File: src/uart_defines.svh
// Overview of operation
// - Full duplex, asynchronous, up to one megabit
// - Optional ninth bit carries generated, checked parity
// - Ready output, clear input, both active low
// - Serial data output idles at high level
// - Framing compatible with conventional standard UARTs
// - Serial data output driven, default high
// - Serial data input has pull-up enabled
// - Ready output driven, default low
// - Clear input has pull-down enabled
// - Host transmit to device input, and back
// - Two independent serial port instances
`ifndef UART_DEFINES_SVH
`define UART_DEFINES_SVH

// Timing
`define UART_CLK_HZ       100000000
`define UART_MAX_BAUD_BPS 1000000
`define UART_MIN_DIV      (`UART_CLK_HZ / `UART_MAX_BAUD_BPS)
`define UART_DIV_W        16

// Reset values
`define UART_DIV_RESET    16'h0364
`define UART_RXD_RESET    1'b1
`define UART_CTS_RESET    1'b0
`define UART_RTS_RESET    1'b0

// Default shape
`define UART_NUM_PORTS    2
`define UART_DATA_BITS    8
`define UART_BUF_DEPTH    2

`endif

File: src/uart_pkg.sv
package uart_pkg;

  typedef logic [15:0] div_t;

  typedef enum logic [2:0] {
    TX_IDLE,
    TX_START,
    TX_DATA,
    TX_PARITY,
    TX_STOP
  } tx_state_e;

  typedef enum logic [2:0] {
    RX_IDLE,
    RX_START,
    RX_DATA,
    RX_PARITY,
    RX_STOP
  } rx_state_e;

endpackage : uart_pkg

File: src/uart_skid_buf.sv
`timescale 1ns/10ps
`default_nettype none
`include "uart_defines.svh"

module uart_skid_buf #(
  parameter int WIDTH = `UART_DATA_BITS + 2,
  parameter int DEPTH = `UART_BUF_DEPTH
) (
  // Clock
  input  wire logic             mclk,
  input  wire logic             rst,
  input  wire logic             clk_en,
  // Fill side
  input  wire logic             in_valid,
  output logic                  in_ready,
  input  wire logic [WIDTH-1:0] in_data,
  // Drain side
  output logic                  out_valid,
  input  wire logic             out_ready,
  output logic [WIDTH-1:0]      out_data
);

  localparam int PW = (DEPTH > 1) ? $clog2(DEPTH) : 1;
  localparam int CW = $clog2(DEPTH + 1);

  logic [WIDTH-1:0] mem_ff [DEPTH];
  logic [PW-1:0]    wr_ff;
  logic [PW-1:0]    nxt_wr;
  logic [PW-1:0]    rd_ff;
  logic [PW-1:0]    nxt_rd;
  logic [CW-1:0]    cnt_ff;
  logic [CW-1:0]    nxt_cnt;
  logic             push;
  logic             pop;

  function automatic logic [PW-1:0] wrap_inc(input logic [PW-1:0] p);
    return (p == PW'(DEPTH - 1)) ? '0 : PW'(p + 1'b1);
  endfunction : wrap_inc

  assign in_ready  = (cnt_ff != CW'(DEPTH));
  assign out_valid = (cnt_ff != '0);
  assign out_data  = mem_ff[rd_ff];
  assign push      = clk_en && in_valid && in_ready;
  assign pop       = clk_en && out_valid && out_ready;

  always_comb begin
    nxt_wr  = push ? wrap_inc(wr_ff) : wr_ff;
    nxt_rd  = pop ? wrap_inc(rd_ff) : rd_ff;
    nxt_cnt = cnt_ff;
    if (push && !pop) begin
      nxt_cnt = CW'(cnt_ff + 1'b1);
    end else if (pop && !push) begin
      nxt_cnt = CW'(cnt_ff - 1'b1);
    end
  end

  always_ff @(posedge mclk or posedge rst) begin
    if (rst) begin
      wr_ff  <= '0;
      rd_ff  <= '0;
      cnt_ff <= '0;
    end else begin
      wr_ff  <= nxt_wr;
      rd_ff  <= nxt_rd;
      cnt_ff <= nxt_cnt;
    end
  end

  always_ff @(posedge mclk) begin
    if (push) begin
      mem_ff[wr_ff] <= in_data;
    end
  end

endmodule : uart_skid_buf
`default_nettype wire

File: src/uart_with_flow_control.sv
`timescale 1ns/10ps
`default_nettype none
`include "uart_defines.svh"

module uart_with_flow_control #(
  parameter int NUM_PORTS = `UART_NUM_PORTS,
  parameter int DATA_BITS = `UART_DATA_BITS
) (
  // Clock and reset
  input  wire logic                                 mclk,
  input  wire logic                                 rst,
  input  wire logic                                 clk_en,
  // Per-port configuration
  input  wire uart_pkg::div_t [NUM_PORTS-1:0]      baud_div,
  input  wire logic [NUM_PORTS-1:0]                 parity_en,
  input  wire logic [NUM_PORTS-1:0]                 parity_odd,
  input  wire logic [NUM_PORTS-1:0]                 flow_en,
  // Transmit stream
  input  wire logic [NUM_PORTS-1:0][DATA_BITS-1:0]  tx_data,
  input  wire logic [NUM_PORTS-1:0]                 tx_valid,
  output logic [NUM_PORTS-1:0]                      tx_ready,
  output logic [NUM_PORTS-1:0]                      tx_busy,
  // Receive stream
  output logic [NUM_PORTS-1:0][DATA_BITS-1:0]       rx_data,
  output logic [NUM_PORTS-1:0]                      rx_parity_err,
  output logic [NUM_PORTS-1:0]                      rx_frame_err,
  output logic [NUM_PORTS-1:0]                      rx_valid,
  input  wire logic [NUM_PORTS-1:0]                 rx_ready,
  output logic [NUM_PORTS-1:0]                      rx_overrun,
  // Serial pins
  output logic [NUM_PORTS-1:0]                      txd,
  output logic [NUM_PORTS-1:0]                      txd_oe,
  input  wire logic [NUM_PORTS-1:0]                 rxd,
  output logic [NUM_PORTS-1:0]                      rxd_pull_up,
  output logic [NUM_PORTS-1:0]                      rts_n,
  output logic [NUM_PORTS-1:0]                      rts_n_oe,
  input  wire logic [NUM_PORTS-1:0]                 cts_n,
  output logic [NUM_PORTS-1:0]                      cts_pull_down
);

  localparam int BIT_W = (DATA_BITS > 1) ? $clog2(DATA_BITS) : 1;
  localparam int BUF_W = DATA_BITS + 2;

  // Bit period in clock cycles, never faster than the top rate
  function automatic uart_pkg::div_t eff_div(input uart_pkg::div_t d);
    return (d < 16'(`UART_MIN_DIV)) ? 16'(`UART_MIN_DIV) : d;
  endfunction : eff_div

  // Fixed pin modes: driven outputs, pulled inputs
  assign txd_oe        = '1;
  assign rts_n_oe      = '1;
  assign rxd_pull_up   = '1;
  assign cts_pull_down = '1;

  for (genvar gp = 0; gp < NUM_PORTS; gp++) begin : chan

    // Input synchronisers: s[0] is read only by s[1]
    logic [2:0] rxd_s_ff;
    logic [2:0] nxt_rxd_s;
    logic [2:0] cts_s_ff;
    logic [2:0] nxt_cts_s;
    logic       rxd_f_ff;
    logic       nxt_rxd_f;
    logic       cts_n_f_ff;
    logic       nxt_cts_n_f;
    logic       cts_on;

    always_comb begin
      nxt_rxd_s   = rxd_s_ff;
      nxt_cts_s   = cts_s_ff;
      nxt_rxd_f   = rxd_f_ff;
      nxt_cts_n_f = cts_n_f_ff;
      if (clk_en) begin
        nxt_rxd_s = {rxd_s_ff[1:0], rxd[gp]};
        nxt_cts_s = {cts_s_ff[1:0], cts_n[gp]};
        if (rxd_s_ff[1] == rxd_s_ff[2]) begin
          nxt_rxd_f = rxd_s_ff[2];
        end
        if (cts_s_ff[1] == cts_s_ff[2]) begin
          nxt_cts_n_f = cts_s_ff[2];
        end
      end
    end

    always_ff @(posedge mclk or posedge rst) begin
      if (rst) begin
        rxd_s_ff   <= {3{`UART_RXD_RESET}};
        cts_s_ff   <= {3{`UART_CTS_RESET}};
        rxd_f_ff   <= `UART_RXD_RESET;
        cts_n_f_ff <= `UART_CTS_RESET;
      end else begin
        rxd_s_ff   <= nxt_rxd_s;
        cts_s_ff   <= nxt_cts_s;
        rxd_f_ff   <= nxt_rxd_f;
        cts_n_f_ff <= nxt_cts_n_f;
      end
    end

    // Clear-to-send is active low
    assign cts_on = !flow_en[gp] || !cts_n_f_ff;

    // Transmitter
    uart_pkg::tx_state_e   tx_state_ff;
    uart_pkg::tx_state_e   nxt_tx_state;
    uart_pkg::div_t        tx_cnt_ff;
    uart_pkg::div_t        nxt_tx_cnt;
    logic [DATA_BITS-1:0]  tx_shift_ff;
    logic [DATA_BITS-1:0]  nxt_tx_shift;
    logic [BIT_W-1:0]      tx_bit_ff;
    logic [BIT_W-1:0]      nxt_tx_bit;
    logic                  tx_par_ff;
    logic                  nxt_tx_par;
    logic                  txd_ff;
    logic                  nxt_txd;

    assign tx_ready[gp] = clk_en && (tx_state_ff == uart_pkg::TX_IDLE) && cts_on;
    assign tx_busy[gp]  = (tx_state_ff != uart_pkg::TX_IDLE);
    assign txd[gp]      = txd_ff;

    always_comb begin
      nxt_tx_state = tx_state_ff;
      nxt_tx_cnt   = tx_cnt_ff;
      nxt_tx_shift = tx_shift_ff;
      nxt_tx_bit   = tx_bit_ff;
      nxt_tx_par   = tx_par_ff;
      nxt_txd      = txd_ff;
      if (clk_en) begin
        if (tx_state_ff == uart_pkg::TX_IDLE) begin
          nxt_txd = 1'b1;
          if (tx_valid[gp] && cts_on) begin
            nxt_tx_state = uart_pkg::TX_START;
            nxt_tx_cnt   = 16'(eff_div(baud_div[gp]) - 1'b1);
            nxt_tx_shift = tx_data[gp];
            nxt_tx_par   = (^tx_data[gp]) ^ parity_odd[gp];
            nxt_tx_bit   = '0;
            nxt_txd      = 1'b0;
          end
        end else if (tx_cnt_ff != '0) begin
          nxt_tx_cnt = 16'(tx_cnt_ff - 1'b1);
        end else begin
          nxt_tx_cnt = 16'(eff_div(baud_div[gp]) - 1'b1);
          unique case (tx_state_ff)
            uart_pkg::TX_START: begin
              nxt_tx_state = uart_pkg::TX_DATA;
              nxt_txd      = tx_shift_ff[0];
            end
            uart_pkg::TX_DATA: begin
              if (tx_bit_ff == BIT_W'(DATA_BITS - 1)) begin
                nxt_tx_state = parity_en[gp] ? uart_pkg::TX_PARITY : uart_pkg::TX_STOP;
                nxt_txd      = parity_en[gp] ? tx_par_ff : 1'b1;
              end else begin
                nxt_tx_bit   = BIT_W'(tx_bit_ff + 1'b1);
                nxt_tx_shift = tx_shift_ff >> 1;
                nxt_txd      = tx_shift_ff[1];
              end
            end
            uart_pkg::TX_PARITY: begin
              nxt_tx_state = uart_pkg::TX_STOP;
              nxt_txd      = 1'b1;
            end
            uart_pkg::TX_STOP: begin
              nxt_tx_state = uart_pkg::TX_IDLE;
              nxt_txd      = 1'b1;
            end
            uart_pkg::TX_IDLE: begin
              nxt_tx_state = uart_pkg::TX_IDLE;
            end
          endcase
        end
      end
    end

    always_ff @(posedge mclk or posedge rst) begin
      if (rst) begin
        tx_state_ff <= uart_pkg::TX_IDLE;
        tx_cnt_ff   <= '0;
        tx_shift_ff <= '0;
        tx_bit_ff   <= '0;
        tx_par_ff   <= 1'b0;
        txd_ff      <= 1'b1;
      end else begin
        tx_state_ff <= nxt_tx_state;
        tx_cnt_ff   <= nxt_tx_cnt;
        tx_shift_ff <= nxt_tx_shift;
        tx_bit_ff   <= nxt_tx_bit;
        tx_par_ff   <= nxt_tx_par;
        txd_ff      <= nxt_txd;
      end
    end

    // Receiver, sampling mid-bit; runs independently of the transmitter
    uart_pkg::rx_state_e   rx_state_ff;
    uart_pkg::rx_state_e   nxt_rx_state;
    uart_pkg::div_t        rx_cnt_ff;
    uart_pkg::div_t        nxt_rx_cnt;
    logic [DATA_BITS-1:0]  rx_shift_ff;
    logic [DATA_BITS-1:0]  nxt_rx_shift;
    logic [BIT_W-1:0]      rx_bit_ff;
    logic [BIT_W-1:0]      nxt_rx_bit;
    logic                  rx_perr_ff;
    logic                  nxt_rx_perr;
    logic                  rx_push;
    logic                  rx_ferr;
    logic                  buf_in_ready;
    logic                  buf_out_valid;
    logic [BUF_W-1:0]      buf_out_data;
    logic                  ovr_ff;
    logic                  nxt_ovr;
    logic                  rts_n_ff;
    logic                  nxt_rts_n;

    always_comb begin
      nxt_rx_state = rx_state_ff;
      nxt_rx_cnt   = rx_cnt_ff;
      nxt_rx_shift = rx_shift_ff;
      nxt_rx_bit   = rx_bit_ff;
      nxt_rx_perr  = rx_perr_ff;
      rx_push      = 1'b0;
      rx_ferr      = 1'b0;
      if (clk_en) begin
        if (rx_state_ff == uart_pkg::RX_IDLE) begin
          if (!rxd_f_ff) begin
            nxt_rx_state = uart_pkg::RX_START;
            nxt_rx_cnt   = 16'((eff_div(baud_div[gp]) >> 1) - 1'b1);
            nxt_rx_perr  = 1'b0;
            nxt_rx_bit   = '0;
          end
        end else if (rx_cnt_ff != '0) begin
          nxt_rx_cnt = 16'(rx_cnt_ff - 1'b1);
        end else begin
          nxt_rx_cnt = 16'(eff_div(baud_div[gp]) - 1'b1);
          unique case (rx_state_ff)
            uart_pkg::RX_START: begin
              // A glitch shorter than half a bit is not a start
              nxt_rx_state = rxd_f_ff ? uart_pkg::RX_IDLE : uart_pkg::RX_DATA;
            end
            uart_pkg::RX_DATA: begin
              nxt_rx_shift = {rxd_f_ff, rx_shift_ff[DATA_BITS-1:1]};
              if (rx_bit_ff == BIT_W'(DATA_BITS - 1)) begin
                nxt_rx_state = parity_en[gp] ? uart_pkg::RX_PARITY : uart_pkg::RX_STOP;
              end else begin
                nxt_rx_bit = BIT_W'(rx_bit_ff + 1'b1);
              end
            end
            uart_pkg::RX_PARITY: begin
              nxt_rx_perr  = rxd_f_ff ^ (^rx_shift_ff) ^ parity_odd[gp];
              nxt_rx_state = uart_pkg::RX_STOP;
            end
            uart_pkg::RX_STOP: begin
              rx_push      = 1'b1;
              rx_ferr      = !rxd_f_ff;
              nxt_rx_state = uart_pkg::RX_IDLE;
            end
            uart_pkg::RX_IDLE: begin
              nxt_rx_state = uart_pkg::RX_IDLE;
            end
          endcase
        end
      end
      // Word lost when a frame ends with the buffer full: host ignored the handshake, or flow control is off
      nxt_ovr   = clk_en ? (rx_push && !buf_in_ready) : ovr_ff;
      // Hold off the host once a word waits, keeping a slot for one in flight
      nxt_rts_n = clk_en ? (flow_en[gp] && buf_out_valid) : rts_n_ff;
    end

    always_ff @(posedge mclk or posedge rst) begin
      if (rst) begin
        rx_state_ff <= uart_pkg::RX_IDLE;
        rx_cnt_ff   <= '0;
        rx_shift_ff <= '0;
        rx_bit_ff   <= '0;
        rx_perr_ff  <= 1'b0;
        ovr_ff      <= 1'b0;
        rts_n_ff    <= `UART_RTS_RESET;
      end else begin
        rx_state_ff <= nxt_rx_state;
        rx_cnt_ff   <= nxt_rx_cnt;
        rx_shift_ff <= nxt_rx_shift;
        rx_bit_ff   <= nxt_rx_bit;
        rx_perr_ff  <= nxt_rx_perr;
        ovr_ff      <= nxt_ovr;
        rts_n_ff    <= nxt_rts_n;
      end
    end

    uart_skid_buf #(
      .WIDTH (BUF_W),
      .DEPTH (`UART_BUF_DEPTH)
    ) u_rx_buf (
      .mclk      (mclk),
      .rst       (rst),
      .clk_en    (clk_en),
      .in_valid  (rx_push),
      .in_ready  (buf_in_ready),
      .in_data   ({rx_perr_ff, rx_ferr, nxt_rx_shift}),
      .out_valid (buf_out_valid),
      .out_ready (rx_ready[gp]),
      .out_data  (buf_out_data)
    );

    assign rx_valid[gp]      = buf_out_valid;
    assign rx_data[gp]       = buf_out_data[DATA_BITS-1:0];
    assign rx_frame_err[gp]  = buf_out_data[DATA_BITS];
    assign rx_parity_err[gp] = buf_out_data[DATA_BITS+1];
    assign rx_overrun[gp]    = ovr_ff;
    assign rts_n[gp]         = rts_n_ff;

    tx_idle_high_a: assert property (@(posedge mclk) disable iff (rst)
      (tx_state_ff == uart_pkg::TX_IDLE) && $past(tx_state_ff == uart_pkg::TX_IDLE) |-> txd_ff)
      else $error("txd low while idle");
    tx_start_low_a: assert property (@(posedge mclk) disable iff (rst)
      $rose(tx_state_ff == uart_pkg::TX_START) |-> !txd_ff && $past(cts_on) && $past(tx_valid[gp]))
      else $error("start bit not low or taken without request");
    tx_stop_high_a: assert property (@(posedge mclk) disable iff (rst)
      (tx_state_ff == uart_pkg::TX_STOP) |-> txd_ff)
      else $error("stop bit not high");
    tx_parity_bit_a: assert property (@(posedge mclk) disable iff (rst)
      $rose(tx_state_ff == uart_pkg::TX_PARITY) |-> txd_ff == tx_par_ff && $past(parity_en[gp]))
      else $error("parity bit wrong");
    tx_cts_gate_a: assert property (@(posedge mclk) disable iff (rst)
      flow_en[gp] && cts_n_f_ff |-> !tx_ready[gp])
      else $error("transmit offered while clear-to-send off");
    tx_bit_time_a: assert property (@(posedge mclk) disable iff (rst)
      $past(clk_en) && $past(tx_state_ff != uart_pkg::TX_IDLE) && (tx_state_ff != $past(tx_state_ff))
      |-> $past(tx_cnt_ff) == '0)
      else $error("transmit bit ended early");
    rts_hold_off_a: assert property (@(posedge mclk) disable iff (rst)
      clk_en && flow_en[gp] && buf_out_valid |=> rts_n_ff)
      else $error("ready not deasserted with word waiting");
    rx_overrun_a: assert property (@(posedge mclk) disable iff (rst)
      $rose(ovr_ff) |-> $past(rx_push) && !$past(buf_in_ready))
      else $error("overrun without a dropped word");
    pin_modes_a: assert property (@(posedge mclk) disable iff (rst)
      txd_oe[gp] && rts_n_oe[gp] && rxd_pull_up[gp] && cts_pull_down[gp])
      else $error("pin mode wrong");
  end

endmodule : uart_with_flow_control
`default_nettype wire

File: config.mk
export PLATFORM = sky130hd
export DESIGN_NAME = uart_with_flow_control
export DESIGN_NICKNAME = d
export VERILOG_FILES = /design/src/uart_pkg.sv /design/src/uart_skid_buf.sv /design/src/uart_with_flow_control.sv
export VERILOG_INCLUDE_DIRS = /design/src
export SDC_FILE = /design/constraint.sdc
export NUM_CORES = 1
export LEC_CHECK = 0
export BUFFER_PORTS_ARGS = -buffer_cell sky130_fd_sc_hd__buf_2
export CAP_MARGIN = 20
export CELL_PAD_IN_SITES_DETAIL_PLACEMENT = 1
export CELL_PAD_IN_SITES_GLOBAL_PLACEMENT = 1
export CORE_ASPECT_RATIO = 2
export CORE_MARGIN = 2
export CORE_UTILIZATION = 35
export DETAILED_ROUTE_END_ITERATION = 7
export PLACE_DENSITY = 0.62
export RECOVER_POWER = 100
export SLEW_MARGIN = 20
export SYNTH_ARGS = -nofsm -noshare
export SYNTH_HDL_FRONTEND = slang
export SYNTH_SLANG_ARGS = --single-unit
File: constraint.sdc
create_clock -name mclk -period 6.2 [get_ports mclk]
set_input_delay 1.24 -clock mclk [delete_from_list [all_inputs] [get_ports mclk]]
set_output_delay 1.24 -clock mclk [all_outputs]
set_load 0.1 [all_outputs]
==> flow_summary_export.csv, run 1 <==
group,metric,value,unit
setup_path,critPathMaxFanout,27,
yosys,synth_edf_count,40,
status,outcome,"complete, but fails checks",
timing,slew_headroom,-1.46,
timing,finalSetupTns,0,ns
route,wl_met3,881,um
die,die_height,262,um
global_route,grt_max_degree,78,
yosys,netlist_instances,1224,
die,initial_core_util,0.354,
yosys,synth.distinct_cells,83,
clock_tree,clk_pin_slew,0.08,ns
yosys,synth_top_family_by_area,"simple AND/OR/NAND/NOR gates",
global_route,antenna_found_initial,2,
final_layout,multiInputGateArea,6100,sq um
yosys,synth_mux_area_frac,0.0680,
job,drv_cap,2,
placement,gp_congestion,0.905,
yosys,synth_compound_area_frac,0.173,
timing,drv_slew,106,
yosys,ys.flop_type,"dfrtp_1",
die,die_x,133,um
yosys,synth-simple-area-share,0.196,
route,num_vias,9753,
route,wirelength,38100,um
clock_tree,insertion_delay,0.46,ns
die,ios,105,
placement,dp_hpwl,29700,um
global_route,grt_pass1_vias,10400,
global_route,track_usage,0.224,
setup_path,arrival,3.67,ns
setup_path,crit_type,"primary input to output pin",
die,num_rows,94,
route,drtIter0Drc,395,
setup_path,reg2reg_to,"chan[0].u_rx_buf.mem_ff[1][5]$_DFFE_PP_",
global_route,grt_pass1_wl,59400,um
final_layout,syn_to_final_growth,11.7,%
route,routed_via_density,5.62,
yosys,ys_ff_latch,194,
yosys,ys.warnings.count,0,
route,top_layer,"met4",
setup_path,r2r_start,"chan[0].rx_cnt_ff[7]$_DFFE_PP0P_",
setup_path,crit_path_end_kind,"output pin",
yosys,synthAdderAreaFrac,0.0237,
route,wl_met1,12600,um
power_and_ir_drop,power.leakage,5.01,nW
setup_path,cp_data_required_time,4.96,ns
final_layout,final_common_cell,"dfrtp_1",
final_layout,seq_area,5070,sq um
die,dieArea,34800,sq um
clock_tree,numCtsBuffers,17,
timing,grt_setup_unrepaired,"false",
route,wl_met2,21700,um
clock_tree,cts-htree-levels,4,
yosys,synth_area,11600,sq um
clock_tree,cts_max_path_buffers,2,
min_path,hp-class,"register to register",
timing,setup_viol,0,
clock_tree,post_cts_resized,0,
status,violations,"capacitance limit, slew limit",
final_layout,final_cell_area,13000,sq um
timing,fin_crit_sh,0.792,
yosys,ys_async_sr_fraction,0.794,
setup_path,worst-r2r-cell-count,7,
clock_tree,clock-root-buffer,"clkbuf_16",
route,route.detailed.drc,0,
timing,max_freq,0.204,GHz
timing,tightest_slew,3.67,ns
final_layout,fillCellCount,3778,
placement,portBuffers,96,
yosys,synth-seq-area-share,0.436,
timing,period_needed,4.91,ns
yosys,avgSynthCellArea,9.50,sq um
global_route,grt_overflow,0,
clock_tree,cts_tree,"built",
clock_tree,cts_sinks,194,
route,ant_nets,0,
final_layout,drive_above_1_share,0.135,
placement,placedInstanceArea,12500,sq um
final_layout,final_cell_mix,"dfrtp_1, nand2_1, o21ai_0",
final_layout,fin_nets,1375,
setup_path,start_kind,"primary input",
route,wl_per_cell,22.0,um
clock_tree,cts_setup_buffers,0,
setup_path,rrSetupSlack,2.66,ns
die,core,32800,sq um
power_and_ir_drop,ir_drop,0.237,mV
clock_tree,hold_buffers,0,
timing,skew,0.0126,ns
setup_path,crit_path_start,"clk_en",
timing,hold_viol,0,
yosys,synth-xor-area-share,0.0618,
power_and_ir_drop,cellPowerDensity,455,nW/um^2
timing,holdWs,0.474,ns
route,drtPass1Iterations,4,
setup_path,crit_path_end,"tx_ready[1]",
==> metal layers <==
metal,global-route usage,up-vias
met1,0.201,4831
met2,0.447,200
met4,0.168,0
met3,0.0285,101
met5,0,-
li1,-,4621
==> synthesized netlist by cell type (13+ instances only) <==
cell      count  area [sq um]
ha_1         22           275
inv_1        24          90.1
buf_4        17           128
or3_1        18           113
clkbuf_1     53           199
xnor2_1      59           517
a221o_1      17           170
a211oi_1     15           113
nand3_1      41           205
nor4_1       21           131
xor2_1       23           201
nor2_1       78           293
nand4_1      15          93.8
nand2_1     125           469
or4_1        13          97.6
mux2_2       48           541
edfxtp_1     40          1200
o21ai_0      95           475
dfrtp_1     144          3600
mux2i_1      25           250
a21oi_1      48           240
nor3_1       55           275
==> area by class of cell <==
cell class              instances  share of cell area
diodes                          2            0.000386
clock buffers                  18              0.0331
clock inverters                14              0.0129
inverters                      25             0.00733
multi-input cells             930               0.470
flip-flops and latches        194               0.390
well taps                     432              0.0416
repair buffers                120              0.0445
==> power by group <==
group / total [W] / switching [W] / internal, W
Clock: 0.00115 / 0.000543 / 0.000608
Combinational: 0.00262 / 0.00179 / 0.000829
Sequential: 0.00213 / 0.000456 / 0.00168
Total: 0.00590 / 0.00279 / 0.00311
==> sequential cells by signal, summed over array words and instances (netlist names), 4 cells and up <==
| name | flops |
|---|---|
| chan.u_rx_buf.mem_ff | 40 |
| chan.rx_cnt_ff | 32 |
| chan.tx_cnt_ff | 32 |
| chan.rx_shift_ff | 16 |
| chan.tx_shift_ff | 16 |
| chan.cts_s_ff | 6 |
| chan.rx_bit_ff | 6 |
| chan.rx_state_ff | 6 |
| chan.rxd_s_ff | 6 |
| chan.tx_bit_ff | 6 |
| chan.tx_state_ff | 6 |
| chan.u_rx_buf.cnt_ff | 4 |
==> stage by stage <==
step / total power, W / util / worst slack, ns / std cells
detailed placement: 0.00483 / 0.381 / 1.11 / 1701
finish: 0.00590 / 0.396 / 1.29 / 1735
CTS: 0.00601 / 0.399 / 1.57 / 1733
floorplan: 0.00414 / - / 0.827 / 1231
global route: 0.00629 / 0.395 / 1.13 / 1733
global placement: 0.00476 / 0.381 / 1.20 / 1701
==> worst min-delay path by stage <==
stage / endpoint / depth (start not counted) / start / slack [ns]
floorplan: chan[1].u_rx_buf.mem_ff[0][9]$_DFFE_PP_ / 0 / chan[1].rx_perr_ff$_DFFE_PP0P_ / 0.44
global placement: chan[1].txd_ff$_DFFE_PP1P_ / 2 / chan[1].txd_ff$_DFFE_PP1P_ / 0.46
detailed placement: chan[1].u_rx_buf.cnt_ff[1]$_DFFE_PP0P_ / 1 / chan[1].u_rx_buf.cnt_ff[1]$_DFFE_PP0P_ / 0.47
CTS: chan[1].u_rx_buf.cnt_ff[1]$_DFFE_PP0P_ / 1 / chan[1].u_rx_buf.cnt_ff[1]$_DFFE_PP0P_ / 0.48
global route: chan[1].txd_ff$_DFFE_PP1P_ / 2 / chan[1].txd_ff$_DFFE_PP1P_ / 0.50
finish: chan[1].u_rx_buf.cnt_ff[1]$_DFFE_PP0P_ / 1 / chan[1].u_rx_buf.cnt_ff[1]$_DFFE_PP0P_ / 0.47
==> cell families after synthesis <==
logic type / Yosys count
AO/OA/AOI/OAI: 301
multiplexers: 73
buffers and inverters: 107
AND/OR/NAND/NOR: 444
flip-flops: 194
XOR/XNOR: 82
adder cells (fa/ha/maj): 22
other: 1
==> critical path: stages <==
cell and delay [ns]:
clkbuf_1 1.13, and3_1 0.35, clkbuf_1 0.94
No activity file was read; power rests on OpenSTA's default activity.
==> run 2: changes to the inputs <==
- clock period: 6.2 -> 4.7 ns (I/O delays scaled with it)
==> run 2 against run 1 <==
Effect of this change:
- the run still ends with capacitance limit, slew limit left
- sequential cell count stayed put
- largest cell class unchanged
- register-to-register slack lost 2.2 ns
- critical path depth up 3
- via count up 0.54%
- clock power rose by 39%
==> flow_summary_export.csv, run 2 (synthesis gave the netlist of run 1 again) <==
group,metric,value,unit
final_layout,final_cell_count_no_fill,1735,
setup_path,critPathMaxFanout,9,
timing,hold_viol,0,
final_layout,final_common_cell,"dfrtp_1",
clock_tree,cts_tree,"built",
timing,setup_viol,0,
status,violations,"capacitance limit, slew limit",
placement,dp_hpwl,29700,um
route,drtPass1Iterations,4,
timing,period_needed,4.24,ns
power_and_ir_drop,p_comb_frac,0.437,
clock_tree,cts_max_path_buffers,2,
timing,grt_setup_unrepaired,"false",
power_and_ir_drop,p_int,0.00417,W
route,routed_via_density,5.65,
die,core,32800,sq um
timing,fin_crit_sh,0.901,
final_layout,final_cell_mix,"dfrtp_1, nand2_1, o21ai_0",
power_and_ir_drop,power.leakage,5.04,nW
clock_tree,cts-htree-levels,4,
status,outcome,"complete, but fails checks",
clock_tree,numCtsBuffers,17,
route,num_vias,9806,
final_layout,seq_area,5070,sq um
timing,tightest_slew,1.97,ns
route,wl_per_cell,21.8,um
final_layout,multiInputGateArea,6060,sq um
clock_tree,clk_pin_slew,0.07,ns
timing,max_freq,0.236,GHz
route,route.detailed.drc,0,
clock_tree,post_cts_resized,0,
clock_tree,clock-root-buffer,"clkbuf_16",
timing,finalSetupTns,0,ns
global_route,antenna_found_initial,1,
clock_tree,cts_setup_buffers,0,
min_path,hp-class,"register to register",
final_layout,drive_above_1_share,0.130,
global_route,track_usage,0.222,
die,num_rows,94,
die,ios,105,
clock_tree,insertion_delay,0.45,ns
final_layout,syn_to_final_growth,11.8,%
clock_tree,cts_sinks,194,
placement,placed_cells,1703,
die,die_height,262,um
global_route,grt_max_degree,130,
route,drtIter0Drc,436,
power_and_ir_drop,clock_power_share,0.204,
timing,drv_slew,138,
placement,portBuffers,96,
placement,gp_congestion,0.958,
power_and_ir_drop,ir_drop,0.288,mV
timing,slew_headroom,-0.311,
final_layout,fillCellCount,3810,
setup_path,cp_data_required_time,4.88,ns
clock_tree,hold_buffers,0,
timing,holdWs,0.479,ns
global_route,grt_pass1_wl,58900,um
die,initial_core_util,0.354,
die,dieArea,34800,sq um
global_route,grt_pass1_vias,10400,
power_and_ir_drop,cellPowerDensity,603,nW/um^2
route,ant_nets,0,
die,die_x,133,um
final_layout,diodes,0,
setup_path,crit_path_end_kind,"register",
setup_path,crit_type,"register to register",
power_and_ir_drop,swShare,0.468,
final_layout,fin_nets,1377,
job,drv_cap,2,
power_and_ir_drop,seqPwrFrac,0.359,
global_route,grt_overflow,0,
route,wirelength,37900,um
final_layout,regMostFlops,"chan.u_rx_buf.mem_ff",
timing,skew,0.00951,ns
final_layout,largest_reg_flops,40,
setup_path,arrival,4.42,ns
setup_path,start_kind,"register",
power_and_ir_drop,p_switching,0.00367,W
final_layout,top_regs,"chan.u_rx_buf.mem_ff (40), chan.rx_cnt_ff (32), chan.tx_cnt_ff (32)",
[run 2: changes by cell type in the layout (fill, tap and decap cells not counted), sizes merged]
| cell | previous run | this run |
|---|---|---|
| diode | 2 | 0 |
| clkinvlp | 5 | 1 |
| clkbuf | 64 | 65 |
| clkinv | 2 | 7 |
| inv | 30 | 29 |
| bufinv | 2 | 3 |
[run 2: final cells by class]
class                   count  area share
repair buffers            122      0.0454
clock buffers              17      0.0327
multi-input cells         930       0.466
flip-flops and latches    194       0.390
clock inverters            15      0.0168
inverters                  25     0.00732
well taps                 432      0.0416
[run 2: critical path, stage by stage, from the launching register on]
cell     delay (ns)
dfrtp_1        0.43
inv_1          0.08
ha_1           0.20
or4b_1         0.56
nor4_1         1.39
nand4_1        0.73
mux2_1         0.59
[run 2: path summary, 6_finish.rpt]
| kind | depth (start not counted) | slack [ns] | to | start |
|---|---|---|---|---|
| max | 6 | 0.46 | chan[1].u_rx_buf.mem_ff[0][5]$_DFFE_PP_ | chan[1].rx_cnt_ff[0]$_DFFE_PP0P_ |
| min | 2 | 0.48 | chan[1].txd_ff$_DFFE_PP1P_ | chan[1].txd_ff$_DFFE_PP1P_ |
| max reg2reg | 6 | 0.46 | chan[1].u_rx_buf.mem_ff[0][5]$_DFFE_PP_ | chan[1].rx_cnt_ff[0]$_DFFE_PP0P_ |
| min reg2reg | 2 | 0.48 | chan[1].txd_ff$_DFFE_PP1P_ | chan[1].txd_ff$_DFFE_PP1P_ |
| max in group asynchronous | 3 | 1.41 | chan[1].tx_bit_ff[2]$_DFFE_PP0P_ | rst |
| min in group asynchronous | 2 | 0.73 | chan[1].rx_cnt_ff[6]$_DFFE_PP0P_ | rst |
[run 2: metal layers]
layer,up-vias,share of wire,GRT usage
met5,-,0.00018,0
met4,2,0.062,0.132
met3,91,0.022,0.0305
met2,171,0.59,0.455
met1,4912,0.33,0.201
li1,4630,-,-
[run 2: power groups by stage]
stage / Clock (W) / Combinational, W / Sequential (W)
after floorplan: 0 / 0.00289 / 0.00257
after global routing: 0.00170 / 0.00374 / 0.00290
after CTS: 0.00164 / 0.00354 / 0.00282
after global placement: 0 / 0.00347 / 0.00283
final: 0.00160 / 0.00343 / 0.00281
after detailed placement: 0 / 0.00353 / 0.00284
[run 2: stage by stage]
step                instance area (sq um)  worst slack (ns)  utilization  total power [W]
finish                              13000             0.463        0.396          0.00784
global route                        13000             0.222        0.396          0.00835
CTS                                 13200             0.655        0.401          0.00800
detailed placement                  12500             0.192        0.381          0.00638
global placement                    12500             0.281        0.381          0.00629
floorplan                           11700             0.557            -          0.00546
==> run 3: changes to the inputs <==
- MAX_ROUTING_LAYER: not set -> met4
- clock period: 4.7 -> 4.4 ns (I/O delays scaled with it)
==> run 3 against run 2 <==
Effect of this change:
- the flow still finishes with violations (capacitance limit, slew limit)
- non-clock buffer count increased by 19
- power up 6.4%
- sequential share of layout area fell by 0.27 points
- global-route usage grew 1.8 points
- critical endpoint is now tx_ready[0]
- register-to-register slack better by 0.04 ns
- clock power barely moved
- sequential power is 7.1% higher
- critical path depth down 3
- final area up 0.70%
- utilization up 0.28 points
==> flow_summary_export.csv, run 3 (synthesis gave the netlist of run 1 again) <==
group,metric,value,unit
status,outcome,"complete, but fails checks",
status,violations,"capacitance limit, slew limit",
timing,holdWs,0.476,ns
final_layout,fin_nets,1396,
clock_tree,numCtsBuffers,17,
route,wl_per_cell,22.2,um
die,ios,105,
clock_tree,hold_buffers,0,
clock_tree,cts_max_path_buffers,2,
timing,setup_viol,0,
clock_tree,post_cts_resized,0,
final_layout,syn_to_final_growth,12.6,%
power_and_ir_drop,swShare,0.470,
clock_tree,clock-root-buffer,"clkbuf_16",
setup_path,cp_data_required_time,3.52,ns
setup_path,arrival,3.15,ns
setup_path,crit_path_end_kind,"output pin",
timing,tightest_slew,2.32,ns
die,initial_core_util,0.354,
timing,slew_headroom,-0.547,
final_layout,final_common_cell,"dfrtp_1",
setup_path,critPathMaxFanout,22,
route,ant_nets,0,
route,drtIter0Drc,455,
clock_tree,cts_setup_buffers,0,
clock_tree,insertion_delay,0.45,ns
global_route,grt_pass1_wl,61200,um
timing,grt_setup_unrepaired,"false",
final_layout,final_cell_area,13100,sq um
route,drtPass1Iterations,4,
die,core,32800,sq um
power_and_ir_drop,p_int,0.00442,W
die,die_x,133,um
power_and_ir_drop,seqPwrFrac,0.361,
final_layout,top_regs,"chan.u_rx_buf.mem_ff (40), chan.rx_cnt_ff (32), chan.tx_cnt_ff (32)",
power_and_ir_drop,ir_drop,0.315,mV
timing,period_needed,4.03,ns
job,drv_cap,2,
die,die_height,262,um
setup_path,slowest_stage,"clkbuf_1",
power_and_ir_drop,clock_power_share,0.193,
global_route,grt_pass1_vias,10700,
global_route,track_usage,0.239,
final_layout,largest_reg_flops,40,
power_and_ir_drop,p_switching,0.00391,W
global_route,grt_max_degree,155,
final_layout,seq_area,5070,sq um
route,wirelength,39000,um
global_route,antenna_found_initial,1,
final_layout,drive_above_1_share,0.140,
timing,drv_slew,172,
final_layout,fillCellCount,3851,
setup_path,start_kind,"primary input",
clock_tree,cts_sinks,194,
die,num_rows,94,
power_and_ir_drop,power.leakage,5.11,nW
placement,dp_hpwl,30300,um
timing,finalSetupTns,0,ns
clock_tree,clk_pin_slew,0.07,ns
final_layout,final_cell_mix,"dfrtp_1, nand2_1, o21ai_0",
final_layout,multiInputGateArea,6070,sq um
clock_tree,cts-htree-levels,4,
route,num_vias,9903,
placement,placedInstanceArea,12700,sq um
min_path,hp-class,"register to register",
die,dieArea,34800,sq um
timing,max_freq,0.248,GHz
timing,hold_viol,0,
placement,gp_congestion,0.959,
timing,fin_crit_sh,0.916,
timing,skew,0.0140,ns
setup_path,critical_path.most_common_cell,"clkbuf_1",
setup_path,cp_slowest_stage_delay,1.00,ns
power_and_ir_drop,p_comb_frac,0.446,
global_route,grt_overflow,0,
route,route.detailed.drc,0,
setup_path,crit_type,"primary input to output pin",
power_and_ir_drop,cellPowerDensity,637,nW/um^2
clock_tree,cts_tree,"built",
route,routed_via_density,5.64,
final_layout,regMostFlops,"chan.u_rx_buf.mem_ff",
setup_path,crit_chain,"clkbuf_1 > and3_1 > clkbuf_1",
placement,portBuffers,96,
-- run 3: cell types whose count changed in the layout (fill, tap and decap cells not counted), sizes merged --
cell    delta
buf       +17
clkbuf     +5
inv        -3
bufinv     -1
clkinv     +1
diode      +1
-- run 3: through the flow --
stage                     setup slack (ns)  total power, W  instances   util
after floorplan                      0.317         0.00583       1231      -
after global placement               0.307         0.00678       1722  0.386
after detailed placement             0.200         0.00686       1722  0.386
after CTS                            0.688         0.00850       1754  0.404
after global routing                 0.242         0.00888       1755  0.399
final                                0.372         0.00834       1755  0.399
-- run 3: worst max-delay path: cells and delay by family --
kind          cells  cell delay [ns]
buf+inv           2             1.87
simple gates      1             0.38
-- run 3: final timing paths --
path | start | to | slack (ns) | cells after the start
setup / recovery | clk_en | tx_ready[0] | 0.37 | 3
hold / removal | chan[1].txd_ff$_DFFE_PP1P_ | chan[1].txd_ff$_DFFE_PP1P_ | 0.48 | 2
setup reg to reg | chan[0].rx_cnt_ff[0]$_DFFE_PP0P_ | chan[0].u_rx_buf.mem_ff[1][7]$_DFFE_PP_ | 0.50 | 10
hold reg to reg | chan[1].txd_ff$_DFFE_PP1P_ | chan[1].txd_ff$_DFFE_PP1P_ | 0.48 | 2
max in group asynchronous | rst | chan[0].tx_par_ff$_DFFE_PP0P_ | 1.63 | 3
min in group asynchronous | rst | chan[1].rx_cnt_ff[6]$_DFFE_PP0P_ | 1.21 | 3
-- run 3: layout make-up --
cell class,instances,area share
Timing Repair Buffer,141,0.0554
Clock inverter,12,0.00994
Tap cell,432,0.0413
Inverter,25,0.00746
Antenna cell,1,0.000191
Clock buffer,20,0.0349
Sequential cell,194,0.387
Multi-Input combinational cell,930,0.464
-- run 3: power by group through the flow --
stage          logic [W]  clock network, W  registers [W]
4_1_cts          0.00383           0.00165        0.00302
2_1_floorplan    0.00309                 0        0.00274
3_3_place_gp     0.00375                 0        0.00303
5_1_grt          0.00406           0.00171        0.00312
3_5_place_dp     0.00381                 0        0.00305
6_report         0.00372           0.00161        0.00301
-- run 3: layer usage --
| layer | routed length [um] | share of wire | global-route usage | vias to the layer above |
|---|---|---|---|---|
| met3 | 718 | 0.018 | 0.0274 | 117 |
| li1 | - | - | - | 4666 |
| met4 | 3050 | 0.078 | 0.173 | 0 |
| met1 | 12800 | 0.33 | 0.207 | 4928 |
| met5 | 0 | 0 | - | - |
| met2 | 22500 | 0.58 | 0.467 | 192 |
